`src/design/pih_pkg.sv`:
```
package pih_pkg;
  localparam int unsigned WORD_W = 16;
  localparam int unsigned UNIT_W = 6;
  localparam int unsigned FUNC_W = 16;
  localparam int unsigned CLK_NS = 10;
  // mainframe memory cycle and phase pulses
  localparam int unsigned CYCLE_NS = 1750;
  localparam int unsigned CYCLE_CLKS = CYCLE_NS / CLK_NS;
  localparam int unsigned PHASES = 8;
  localparam int unsigned PHASE_CLKS = CYCLE_CLKS / PHASES;
  localparam logic [7:0] PH_CNT_MAX = 8'(PHASE_CLKS - 1);
  localparam logic [2:0] PH_T2 = 3'h1;
  localparam logic [2:0] PH_T8 = 3'h7;
  // instruction word fields
  localparam int unsigned IND_BIT = 5;
  localparam int unsigned MAP_BIT = 6;
  localparam int unsigned WAIT_BIT = 9;
  localparam int unsigned UNIT_LSB = 10;
  localparam int unsigned ADDR_W = 14;
  localparam logic [5:0] UNIT_ID_DEF = 6'h05;
  typedef enum logic [1:0]
  {
    OP_NONE = 2'h0,
    OP_TEST = 2'h1,
    OP_OUT  = 2'h2
  } pih_op_e;
endpackage

```
`src/design/pih_if.sv`:
```
`timescale 1ns/100ps
interface pih_if;
  import pih_pkg::*;
  logic                t_pulse;
  pih_op_e             op;
  logic                wait_flag;
  logic [UNIT_W-1:0]   unit_sel;
  logic                instr_strobe;
  logic                host_word_valid;
  logic [WORD_W-1:0]   io_bus;
  logic                sync_ack;
  logic                test_true;
  logic                word_taken;
  modport host
  (
    output t_pulse, op, wait_flag, unit_sel, instr_strobe,
    output host_word_valid, io_bus,
    input  sync_ack, test_true, word_taken
  );
  modport unit
  (
    input  t_pulse, op, wait_flag, unit_sel, instr_strobe,
    input  host_word_valid, io_bus,
    output sync_ack, test_true, word_taken
  );
endinterface

```
`src/design/pih_host.sv`:
```
`timescale 1ns/100ps
module pih_host
  import pih_pkg::*;
(
  input  wire logic              clk,
  input  wire logic              rst_n,
  pih_if.host                    bus,
  input  wire logic              go,
  input  wire pih_op_e           go_op,
  input  wire logic [WORD_W-1:0] instr_word,
  input  wire logic [WORD_W-1:0] data_word,
  output logic                   busy,
  output logic                   done,
  output logic                   skip
);
  typedef enum logic [2:0]
  {
    S_IDLE = 3'b000,
    S_HOLD = 3'b001,
    S_DATA = 3'b011,
    S_WAIT = 3'b010,
    S_END  = 3'b110
  } pih_st_e;

  pih_st_e st_q;
  logic [7:0] ph_cnt_q;
  logic [2:0] ph_q;
  logic tp_q;
  pih_op_e op_q;
  logic wait_q, strobe_q, hwv_q;
  logic [UNIT_W-1:0] unit_q;
  logic [WORD_W-1:0] word_q;
  logic skip_q, done_q, busy_q;

  // T-phase pulses, two per memory cycle
  always_ff @(posedge clk)
  begin
    if (!rst_n)
    begin
      ph_cnt_q <= '0;
      ph_q     <= '0;
      tp_q     <= 1'b0;
    end
    else
    begin
      tp_q <= 1'b0;
      if (ph_cnt_q == PH_CNT_MAX)
      begin
        ph_cnt_q <= '0;
        ph_q     <= ph_q + 3'h1;
        tp_q     <= (ph_q == PH_T2) || (ph_q == PH_T8);
      end
      else
        ph_cnt_q <= ph_cnt_q + 8'h01;
    end
  end

  // instruction sequencer; unit replies share this clock, read directly
  always_ff @(posedge clk)
  begin
    if (!rst_n)
    begin
      st_q     <= S_IDLE;
      op_q     <= OP_NONE;
      wait_q   <= 1'b0;
      unit_q   <= '0;
      word_q   <= '0;
      strobe_q <= 1'b0;
      hwv_q    <= 1'b0;
      skip_q   <= 1'b0;
      done_q   <= 1'b0;
      busy_q   <= 1'b0;
    end
    else
    begin
      done_q <= 1'b0;
      case (st_q)
        S_IDLE:
          if (go)
          begin
            op_q     <= go_op;
            wait_q   <= (go_op == OP_OUT) && instr_word[WAIT_BIT];
            unit_q   <= instr_word[UNIT_LSB +: UNIT_W];
            word_q   <= data_word;
            strobe_q <= 1'b1;
            busy_q   <= 1'b1;
            st_q     <= S_HOLD;
          end
        S_HOLD:
          if (bus.sync_ack)
          begin
            strobe_q <= 1'b0;
            skip_q   <= bus.test_true;
            if (op_q == OP_TEST || bus.test_true)
            begin
              hwv_q <= 1'b1;
              st_q  <= S_DATA;
            end
            else
              st_q <= S_END;
          end
        S_DATA:
          if (bus.word_taken)
          begin
            if (op_q == OP_TEST)
              skip_q <= bus.test_true;
            hwv_q <= 1'b0;
            st_q  <= S_WAIT;
          end
        S_WAIT:
          if (!bus.word_taken && !bus.sync_ack)
            st_q <= S_END;
        S_END:
        begin
          done_q <= 1'b1;
          op_q   <= OP_NONE;
          busy_q <= 1'b0;
          st_q   <= S_IDLE;
        end
        default:
        begin
          st_q   <= S_IDLE;
          busy_q <= 1'b0;
        end
      endcase
    end
  end

  assign bus.t_pulse         = tp_q;
  assign bus.op              = op_q;
  assign bus.wait_flag       = wait_q;
  assign bus.unit_sel        = unit_q;
  assign bus.instr_strobe    = strobe_q;
  assign bus.host_word_valid = hwv_q;
  assign bus.io_bus          = word_q;
  assign busy = busy_q;
  assign done = done_q;
  assign skip = skip_q;
endmodule

```
`src/flat_wrapper.sv`:
```
// flat-port wrapper written by rule: the top's interface ports become plain ports
module pih_host_flat import pih_pkg::*;
  (clk, rst_n, go, go_op, instr_word, data_word, busy, done, skip, bus_t_pulse, bus_op, bus_wait_flag, bus_unit_sel, bus_instr_strobe, bus_host_word_valid, bus_io_bus, bus_sync_ack, bus_test_true, bus_word_taken);
  pih_if bus_i ();
  input  wire logic clk;
  input  wire logic rst_n;
  input  wire logic go;
  input  wire pih_op_e go_op;
  input  wire logic [WORD_W-1:0] instr_word;
  input  wire logic [WORD_W-1:0] data_word;
  output logic busy;
  output logic done;
  output logic skip;
  output wire logic [$bits(bus_i.t_pulse)-1:0] bus_t_pulse;
  output wire logic [$bits(bus_i.op)-1:0] bus_op;
  output wire logic [$bits(bus_i.wait_flag)-1:0] bus_wait_flag;
  output wire logic [$bits(bus_i.unit_sel)-1:0] bus_unit_sel;
  output wire logic [$bits(bus_i.instr_strobe)-1:0] bus_instr_strobe;
  output wire logic [$bits(bus_i.host_word_valid)-1:0] bus_host_word_valid;
  output wire logic [$bits(bus_i.io_bus)-1:0] bus_io_bus;
  input wire logic [$bits(bus_i.sync_ack)-1:0] bus_sync_ack;
  input wire logic [$bits(bus_i.test_true)-1:0] bus_test_true;
  input wire logic [$bits(bus_i.word_taken)-1:0] bus_word_taken;
  assign bus_t_pulse = bus_i.t_pulse;
  assign bus_op = bus_i.op;
  assign bus_wait_flag = bus_i.wait_flag;
  assign bus_unit_sel = bus_i.unit_sel;
  assign bus_instr_strobe = bus_i.instr_strobe;
  assign bus_host_word_valid = bus_i.host_word_valid;
  assign bus_io_bus = bus_i.io_bus;
  assign bus_i.sync_ack = bus_sync_ack;
  assign bus_i.test_true = bus_test_true;
  assign bus_i.word_taken = bus_word_taken;
  pih_host u_core (.clk(clk), .rst_n(rst_n), .bus(bus_i), .go(go), .go_op(go_op), .instr_word(instr_word), .data_word(data_word), .busy(busy), .done(done), .skip(skip));
endmodule
```
`config.mk`:
```
export PLATFORM = sky130hd
export DESIGN_NAME = pih_host_flat
export DESIGN_NICKNAME = d
export VERILOG_FILES = /design/src/design/pih_pkg.sv /design/src/design/pih_if.sv /design/src/design/pih_host.sv /design/src/flat_wrapper.sv
export SDC_FILE = /design/constraint.sdc
export NUM_CORES = 1
export LEC_CHECK = 0
export BUFFER_PORTS_ARGS = -buffer_cell sky130_fd_sc_hd__clkbuf_2
export CAP_MARGIN = 20
export CORE_ASPECT_RATIO = 0.8
export CORE_MARGIN = 1.5
export CORE_UTILIZATION = 51
export CTS_CLUSTER_SIZE = 40
export DETAILED_ROUTE_END_ITERATION = 12
export PLACE_DENSITY = 0.83
export SYNTH_ARGS = -nofsm -noshare
export SYNTH_HDL_FRONTEND = slang
export SYNTH_SLANG_ARGS = --single-unit
```
`constraint.sdc`:
```
create_clock -name clk -period 3.5 [get_ports clk]
set_input_delay 0.175 -clock clk [delete_from_list [all_inputs] [get_ports clk]]
set_output_delay 0.175 -clock clk [all_outputs]
set_load 0.02 [all_outputs]
```
==> summary.md, run 1 <==
| Metric | Value |
|---|---|
| Worst path slowest cell | `or4b_1` |
| Number of remaining DRC errors | `0` |
| Setup TNS | `0 ns` |
| Chip width | `70.1 um` |
| RSZ-0062 raised after global routing | `false` |
| Max_slew headroom | `between 30% and 40%` |
| Global-route wire length before repair | `6.47 mm` |
| Finished Cell Area | `between 2000 and 2500 um2` |
| Main combinational cell family by area after synthesis | `simple AND/OR/NAND/NOR gates` |
| GP Congestion | `0.724` |
| Synth Area in Simple Gates | `between 20% and 30%` |
| First-pass DRT Iterations | `4` |
| Share of cells above drive strength 1 | `26.8%` |
| PostCTS Resize Cnt | `0` |
| Vias per inst | `around 5.3` |
| GRT overflow | `0` |
| Core area | `about 3400 um2` |
| Area delta synth->final | `21.1%` |
| CP max stage delay | `0.95 ns` |
| Crit Path Max Fanout | `25` |
| Most used DFF post-synth | `dfxtp_1` |
| Rows | `19` |
| Async S/R FF share, synth | `0%` |
| I/O Pins | `approximately 70` |
| Yosys top cell by area | `dfxtp_1` |
| Comb power frac | `about a fifth` |
| Int Pwr | `between 0.0007 and 0.0008 W` |
| CP Data Arrival Time | `between 2 and 2.5 ns` |
| Top cells by area, synth | `dfxtp_1 (49%), nand2_1 (11%), a21oi_1 (9.3%), ha_1 (2.7%), o21ai_0 (2.2%)` |
| Slew Limit Fails | `0` |
| Setup repair bufs after CTS | `0` |
| CTS sink cnt | `between 40 and 50` |
| Number of global-route vias before repair | `~1,500` |
| Clock transition at the registers of the reported paths | `0.09 ns` |
| Filler Cells Inserted | `between 300 and 400` |
| Placed inst area | `~2100 um2` |
| Sequential share of the synthesized area | `49.0%` |
| Tightest Pin Transition | `a little under 1 ns` |
| Crit share post-route | `a little over half` |
| Leak Pwr | `about 0.96 nW` |
| Vert. Die Dim | `~57 um` |
| Final worst slack | `1.61 ns` |
| Ys Warns | `0` |
| Complex-gate fraction of the synthesized area | `between 10% and 20%` |
| Sw Share | `around 31%` |
| EDFF count, synth | `0` |
| Synth Area in Adders | `under 10%` |
| CTS H-Tree Depth | `2` |
| DRT iter0 DRCs | `84` |
| Crit start category | `flip-flop` |
| Switching power | `about 0.00034 W` |
| Num CTS Buffers | `5` |
| Most common cell after layout, fill and taps aside | `clkbuf_2` |
| CTS tree | `done` |
| Routed wire length | `between 3 and 4 mm` |
| Clock Tree Buf Depth | `2` |
| Initial Util | `about 53%` |
| Synthesized area per cell | `8.44 um2` |
| Mean routed wirelength per cell | `roughly 12 um` |
| Via Count | `1,676` |
| Hold Slack | `about 0.09 ns` |
| Synth Register Bits | `45` |
| Post-CTS Hold Buffers | `0` |
| Type of the tightest min-delay check | `in -> reg` |
| Reg power frac | `52.4%` |
| DP Wirelength | `between 2 and 3 mm` |
| Clk_lat worst skew | `roughly 0.30 ns` |
| Clk_skew | `about 0.0073 ns` |
| Root buf cell | `clkbuf_8` |
| Antenna diodes | `0` |
| Worst Setup End Kind | `flip-flop` |
| Crit-path cells | `or4b_1 -> nand2_1 -> a21oi_1` |
| Clk pwr share | `between 20% and 30%` |
| Max VDD drop | `approximately 350 uV` |
| Non-filler cells, final | `318` |
| Final Setup Violations | `0` |
| Placed insts | `310` |
| Share of the synthesized area in the top cell type | `between 40% and 50%` |
| FMAX | `about 530 MHz` |
| Outcome | `completed` |
| Req. time, crit path | `approximately 3.6 ns` |
| Die Footprint | `between 3000 and 4000 um2` |
| Final Hold Viols | `0` |
| Nets | `between 300 and 400` |
| Post-synth net total | `around 260` |
| Power Density | `between 400 and 500 nW/um2` |
| Post-Synth XOR/XNOR Area | `~1.4%` |
| Global Route Usage Sum | `20.2%` |
| Post-Syn Area | `roughly 1800 um2` |
| Post-place setup slack | `1.66 ns` |
| Pin count of the biggest net entering global routing | `33` |
| Max Cap Viol | `0` |
| # port buffers | `a little over 60` |
| Library cells used by synthesis | `37` |
| Post-synthesis mux area share | `approximately 1.6%` |
| Commonest non-fill, non-tap cells in the layout | `clkbuf_2 (61), nand2_1 (52), dfxtp_1 (45)` |
| Fin crit period | `1.89 ns` |
| Crit path kind | `reg -> reg` |
| Initial antenna violation count | `0` |
| Post-synthesis cell count | `~220` |
| Routed Antenna Nets | `0` |
worst max-delay path, delay by kind of cell, from the launching register on:
kind,cells,cell delay [ns]
simple gates,2,1.17
compound gates,1,0.10
flops,1,0.44
metal layers:
metal  part of all wire [%]  vias up  global-route usage (%)  wire length [um]
met1                     45      769                    24.4              1740
met4                    1.1        0                    6.04                42
met2                     49       48                    35.0              1890
li1                       -      853                       -                 -
met5                      0        -                       0                 0
met3                    4.9        6                    5.75               191
path summary, 6_finish.rpt:
check	slack (ns)	to	from	cells after the start
min reg2reg	0.46	u_core.bus.io_bus[0]	u_core.bus.io_bus[0]	2
min	0.09	u_core.bus.io_bus[8]	data_word[8]	3
max reg2reg	1.61	u_core.bus.io_bus[13]	u_core.st_q[1]	3
max	1.61	u_core.bus.io_bus[13]	u_core.st_q[1]	3
state kept, by name, summed over array words and instances (netlist names):
register and flops:
u_core.bus.host_word_valid 1, u_core.bus.instr_strobe 1, u_core.bus.io_bus 16, u_core.bus.op 2, u_core.bus.t_pulse 1, u_core.bus.unit_sel 6
u_core.bus.wait_flag 1, u_core.busy 1, u_core.done 1, u_core.ph_cnt_q 8, u_core.ph_q 3, u_core.skip 1
u_core.st_q 3
per-stage QoR:
step	total power [W]	util (%)
global placement	0.000794	61.7
finish	0.00111	64.6
CTS	0.00112	64.6
detailed placement	0.000805	62.0
floorplan	0.000740	-
global route	0.00117	64.6
cell type report:
cell class	count	area [um2]	share of cell area, %
Clock buffer	5	68.8	3.09
Clock inverter	3	21.3	0.955
Inverter	10	37.5	1.69
Multi-Input combinational cell	151	830	37.2
Sequential cell	45	901	40.4
Tap cell	42	52.6	2.36
Timing Repair Buffer	62	317	14.2
power by group through the flow:
stage          logic, W  clock network, W  registers, W
4_1_cts        0.000212          0.000330      0.000583
6_report       0.000209          0.000320      0.000583
3_5_place_dp   0.000210                 0      0.000595
3_3_place_gp   0.000202                 0      0.000592
5_1_grt        0.000230          0.000353      0.000590
2_1_floorplan  0.000120                 0      0.000620
Yosys cell counts (all sizes together), types with 3 or more instances:
cell type and instances:
nand2b 4, nand3 5, dfxtp 45, clkbuf 3
a21oi 34, inv 10, o21ai 9, ha 4
nand2 52, nor2 8, mux2i 3, or3 6
buf 9
logic make-up after synthesis:
family,Yosys count
flip-flops,45
AND/OR/NAND/NOR,89
buffers and inverters,22
adder cells (fa/ha/maj),4
AO/OA/AOI/OAI,52
XOR/XNOR,3
multiplexers,3
(Power assumes the default switching activity.)
==> run 2, diff against run 1 <==
--- a/config.mk
+++ b/config.mk
@@ -9,10 +9,10 @@
 export CAP_MARGIN = 20
 export CORE_ASPECT_RATIO = 0.8
 export CORE_MARGIN = 1.5
-export CORE_UTILIZATION = 51
+export CORE_UTILIZATION = 43
 export CTS_CLUSTER_SIZE = 40
 export DETAILED_ROUTE_END_ITERATION = 12
-export PLACE_DENSITY = 0.83
+export PLACE_DENSITY = 0.75
 export SYNTH_ARGS = -nofsm -noshare
 export SYNTH_HDL_FRONTEND = slang
 export SYNTH_SLANG_ARGS = --single-unit
==> constraint.sdc (replaced) <==
create_clock -name clk -period 1.65 [get_ports clk]
set_input_delay 0.0825 -clock clk [delete_from_list [all_inputs] [get_ports clk]]
set_output_delay 0.0825 -clock clk [all_outputs]
set_load 0.02 [all_outputs]
==> run 2 against run 1 <==
Effect of this change: clock-buffer cell count up 1; die area up 18%; design area grew 11%; global-route usage fell by 3.5 points; non-clock buffer count up 23; first-iteration DRC count is 1.2% lower; critical endpoint is now u_core.ph_q[2]; highest routed layer unchanged.
==> summary.md, run 2 (synthesis gave the netlist of run 1 again) <==
| Metric | Value |
|---|---|
| R2r worst-path depth | `5 (+2)` |
| CTS tree | `done` |
| Slew Limit Fails | `0 (unchanged)` |
| Number of global-route vias before repair | `1,436 (-6.7%)` |
| Global-route wire length before repair | `6.13 mm (-5.2%)` |
| Crit start category | `flip-flop` |
| GP Congestion | `0.789 (+9.0%)` |
| Crit Path Max Fanout | `7 (-72%)` |
| Filler Cells Inserted | `378 (+21%)` |
| Routed Antenna Nets | `0 (unchanged)` |
| Global Route Usage Sum | `16.7% (-3.5 points)` |
| Vias per inst | `4.89 (-7.2%)` |
| Crit path kind | `reg -> reg` |
| Final Hold Viols | `0 (unchanged)` |
| Share of cells above drive strength 1 | `28.1% (+1.3 points)` |
| Crit share post-route | `93.5% (+39 points)` |
| Via Count | `1,742 (+3.9%)` |
| Number of remaining DRC errors | `0 (unchanged)` |
| Num CTS Buffers | `5 (unchanged)` |
| Clock Tree Buf Depth | `2 (unchanged)` |
| I/O Pins | `71 (unchanged)` |
| Max VDD drop | `621 uV (+79%)` |
| Chip width | `76.1 um (+8.5%)` |
| Vert. Die Dim | `61.5 um (+8.4%)` |
| FMAX | `648 MHz (+23%)` |
| Initial Util | `44.3% (-9.1 points)` |
| Hold_sp | `data_word[1]` |
| Initial antenna violation count | `0 (unchanged)` |
| Mean routed wirelength per cell | `11.2 um (-7.6%)` |
| Max reg flops | `16 (unchanged)` |
| Worst hold stages | `3 (unchanged)` |
| Tightest Pin Transition | `0.492 ns (-0.488 ns)` |
| Most common cell after layout, fill and taps aside | `clkbuf_2` |
| Pin count of the biggest net entering global routing | `27 (-18%)` |
| CP max stage delay | `0.54 ns (-0.41 ns)` |
| GRT overflow | `0 (unchanged)` |
| Req. time, crit path | `1.87 ns (-1.76 ns)` |
| Clk_skew | `0.00981 ns (+0.00256 ns)` |
| First-pass DRT Iterations | `4 (unchanged)` |
| Fin crit period | `1.54 ns (-0.349 ns)` |
| Worst path slowest cell | `or4_1` |
| Setup TNS | `0 ns (unchanged)` |
| Type of the tightest min-delay check | `in -> reg` |
| Routed wire length | `4.00 mm (+3.5%)` |
| R2R Path Start | `u_core.ph_cnt_q[1]` |
| Nets | `342 (+7.2%)` |
| Core area | `4150 um2 (+20%)` |
| DRT iter0 DRCs | `83 (-1.2%)` |
| CTS sink cnt | `45 (unchanged)` |
| CTS H-Tree Depth | `2 (unchanged)` |
| Commonest non-fill, non-tap cells in the layout | `clkbuf_2 (61), nand2_1 (52), dfxtp_1 (45)` |
| Clock transition at the registers of the reported paths | `0.08 ns (about the same)` |
| Hold Path Sink | `u_core.bus.io_bus[1]` |
| Area delta synth->final | `34.1%` |
| Root buf cell | `clkbuf_8` |
| Power Density | `988 nW/um2 (+98%)` |
| RR Endpoint | `u_core.ph_q[2]` |
| Max_slew headroom | `66.4% (+32 points)` |
| Outcome | `completed` |
| Worst Setup End Kind | `flip-flop` |
| Crit-path cells | `inv_1 -> ha_1 -> nand4b_1 -> or4_1 -> a21oi_1` |
| Leak Pwr | `1.07 nW (+12%)` |
| Non-filler cells, final | `356 (+12%)` |
| R2r setup slk | `0.11 ns (-1.50 ns)` |
| Die Footprint | `4680 um2 (+18%)` |
| Rows | `21 (+2)` |
| Final Setup Violations | `0 (unchanged)` |
| Max Cap Viol | `0 (unchanged)` |
| Antenna diodes | `0 (unchanged)` |
| Placed insts | `334 (+7.7%)` |
| DP Wirelength | `2.72 mm (about the same)` |
| # port buffers | `61 (unchanged)` |
| CP Data Arrival Time | `1.77 ns (-0.25 ns)` |
| Clk_lat worst skew | `0.29 ns (about the same)` |
==> run 2: changes by cell type in the layout (fill, tap and decap cells not counted), sizes merged <==
cell         before  now
buf               1   11
dlygate4sd3       0   13
clkinvlp          1    0
clkbuf           66   67
inv              11   10
clkinv            1    2
==> run 2: repair_timing <==
action | 4_1_cts | 5_1_grt
hold buffers | 13 | 0
buffers inserted | 0 | 1
resized for setup | 0 | 0
hold endpoints to repair | 13 | 0
endpoints found under the setup margin | 0 | 1
==> run 2: critical path: cells and delay by family, from the launching register on <==
kind | cells | cell delay, ns
AO/OA/AOI/OAI | 1 | 0.17
adder cells (fa/ha/maj) | 1 | 0.14
buffers and inverters | 1 | 0.07
flip-flops | 1 | 0.35
AND/OR/NAND/NOR | 2 | 0.76
==> run 2: layout make-up <==
class / count / area, um2 / area share (%)
timing repair buffer: 85 / 531 / 21.5
sequential: 45 / 901 / 36.5
multi-input combinational: 151 / 830 / 33.6
tap: 57 / 71.3 / 2.89
clock buffer: 6 / 82.6 / 3.35
inverter: 10 / 37.5 / 1.52
clock inverter: 2 / 13.8 / 0.558
==> run 2: worst max path at each step <==
stage | startpoint | endpoint | slack, ns | cells after the start
3_5_place_dp | u_core.ph_cnt_q[1] | u_core.ph_q[2] | 0.1 | 5
6_report | u_core.ph_cnt_q[1] | u_core.ph_q[2] | 0.11 | 5
2_1_floorplan | u_core.st_q[0] | u_core.bus.io_bus[11] | 0.19 | 6
5_1_grt | u_core.ph_cnt_q[1] | u_core.ph_q[2] | -0.001 | 5
3_3_place_gp | u_core.ph_cnt_q[1] | u_core.ph_q[2] | 0.15 | 5
4_1_cts | u_core.ph_cnt_q[1] | u_core.ph_q[2] | 0.08 | 5
==> run 2: layer usage <==
metal / share of wire, % / GRT usage [%] / wire length, um / vias up
met4: 1.0 / 6.35 / 42 / 0
met1: 46 / 19.2 / 1830 / 803
met2: 48 / 30.2 / 1940 / 36
met3: 4.8 / 5.19 / 193 / 4
li1: - / - / - / 899
met5: 0 / 0 / 0 / -
==> run 2: through the flow <==
step                hold slack [ns]  power [W]  cell area [um2]  setup WS (ns)  utilization [%]
floorplan                     0.216    0.00157             1840          0.193                -
global placement              0.305    0.00173             2230          0.154             53.8
detailed placement            0.312    0.00175             2230         0.0998             53.8
CTS                        0.000119    0.00247             2460         0.0750             59.2
global route               0.000523    0.00257             2470       -0.00104             59.4
finish                      0.00850    0.00244             2470          0.108             59.4
==> run 2: power by group <==
group | switching, W | internal (W) | total (W)
registers | 0.0000532 | 0.00117 | 0.00122
logic | 0.000304 | 0.000219 | 0.000523
clock network | 0.000354 | 0.000339 | 0.000693
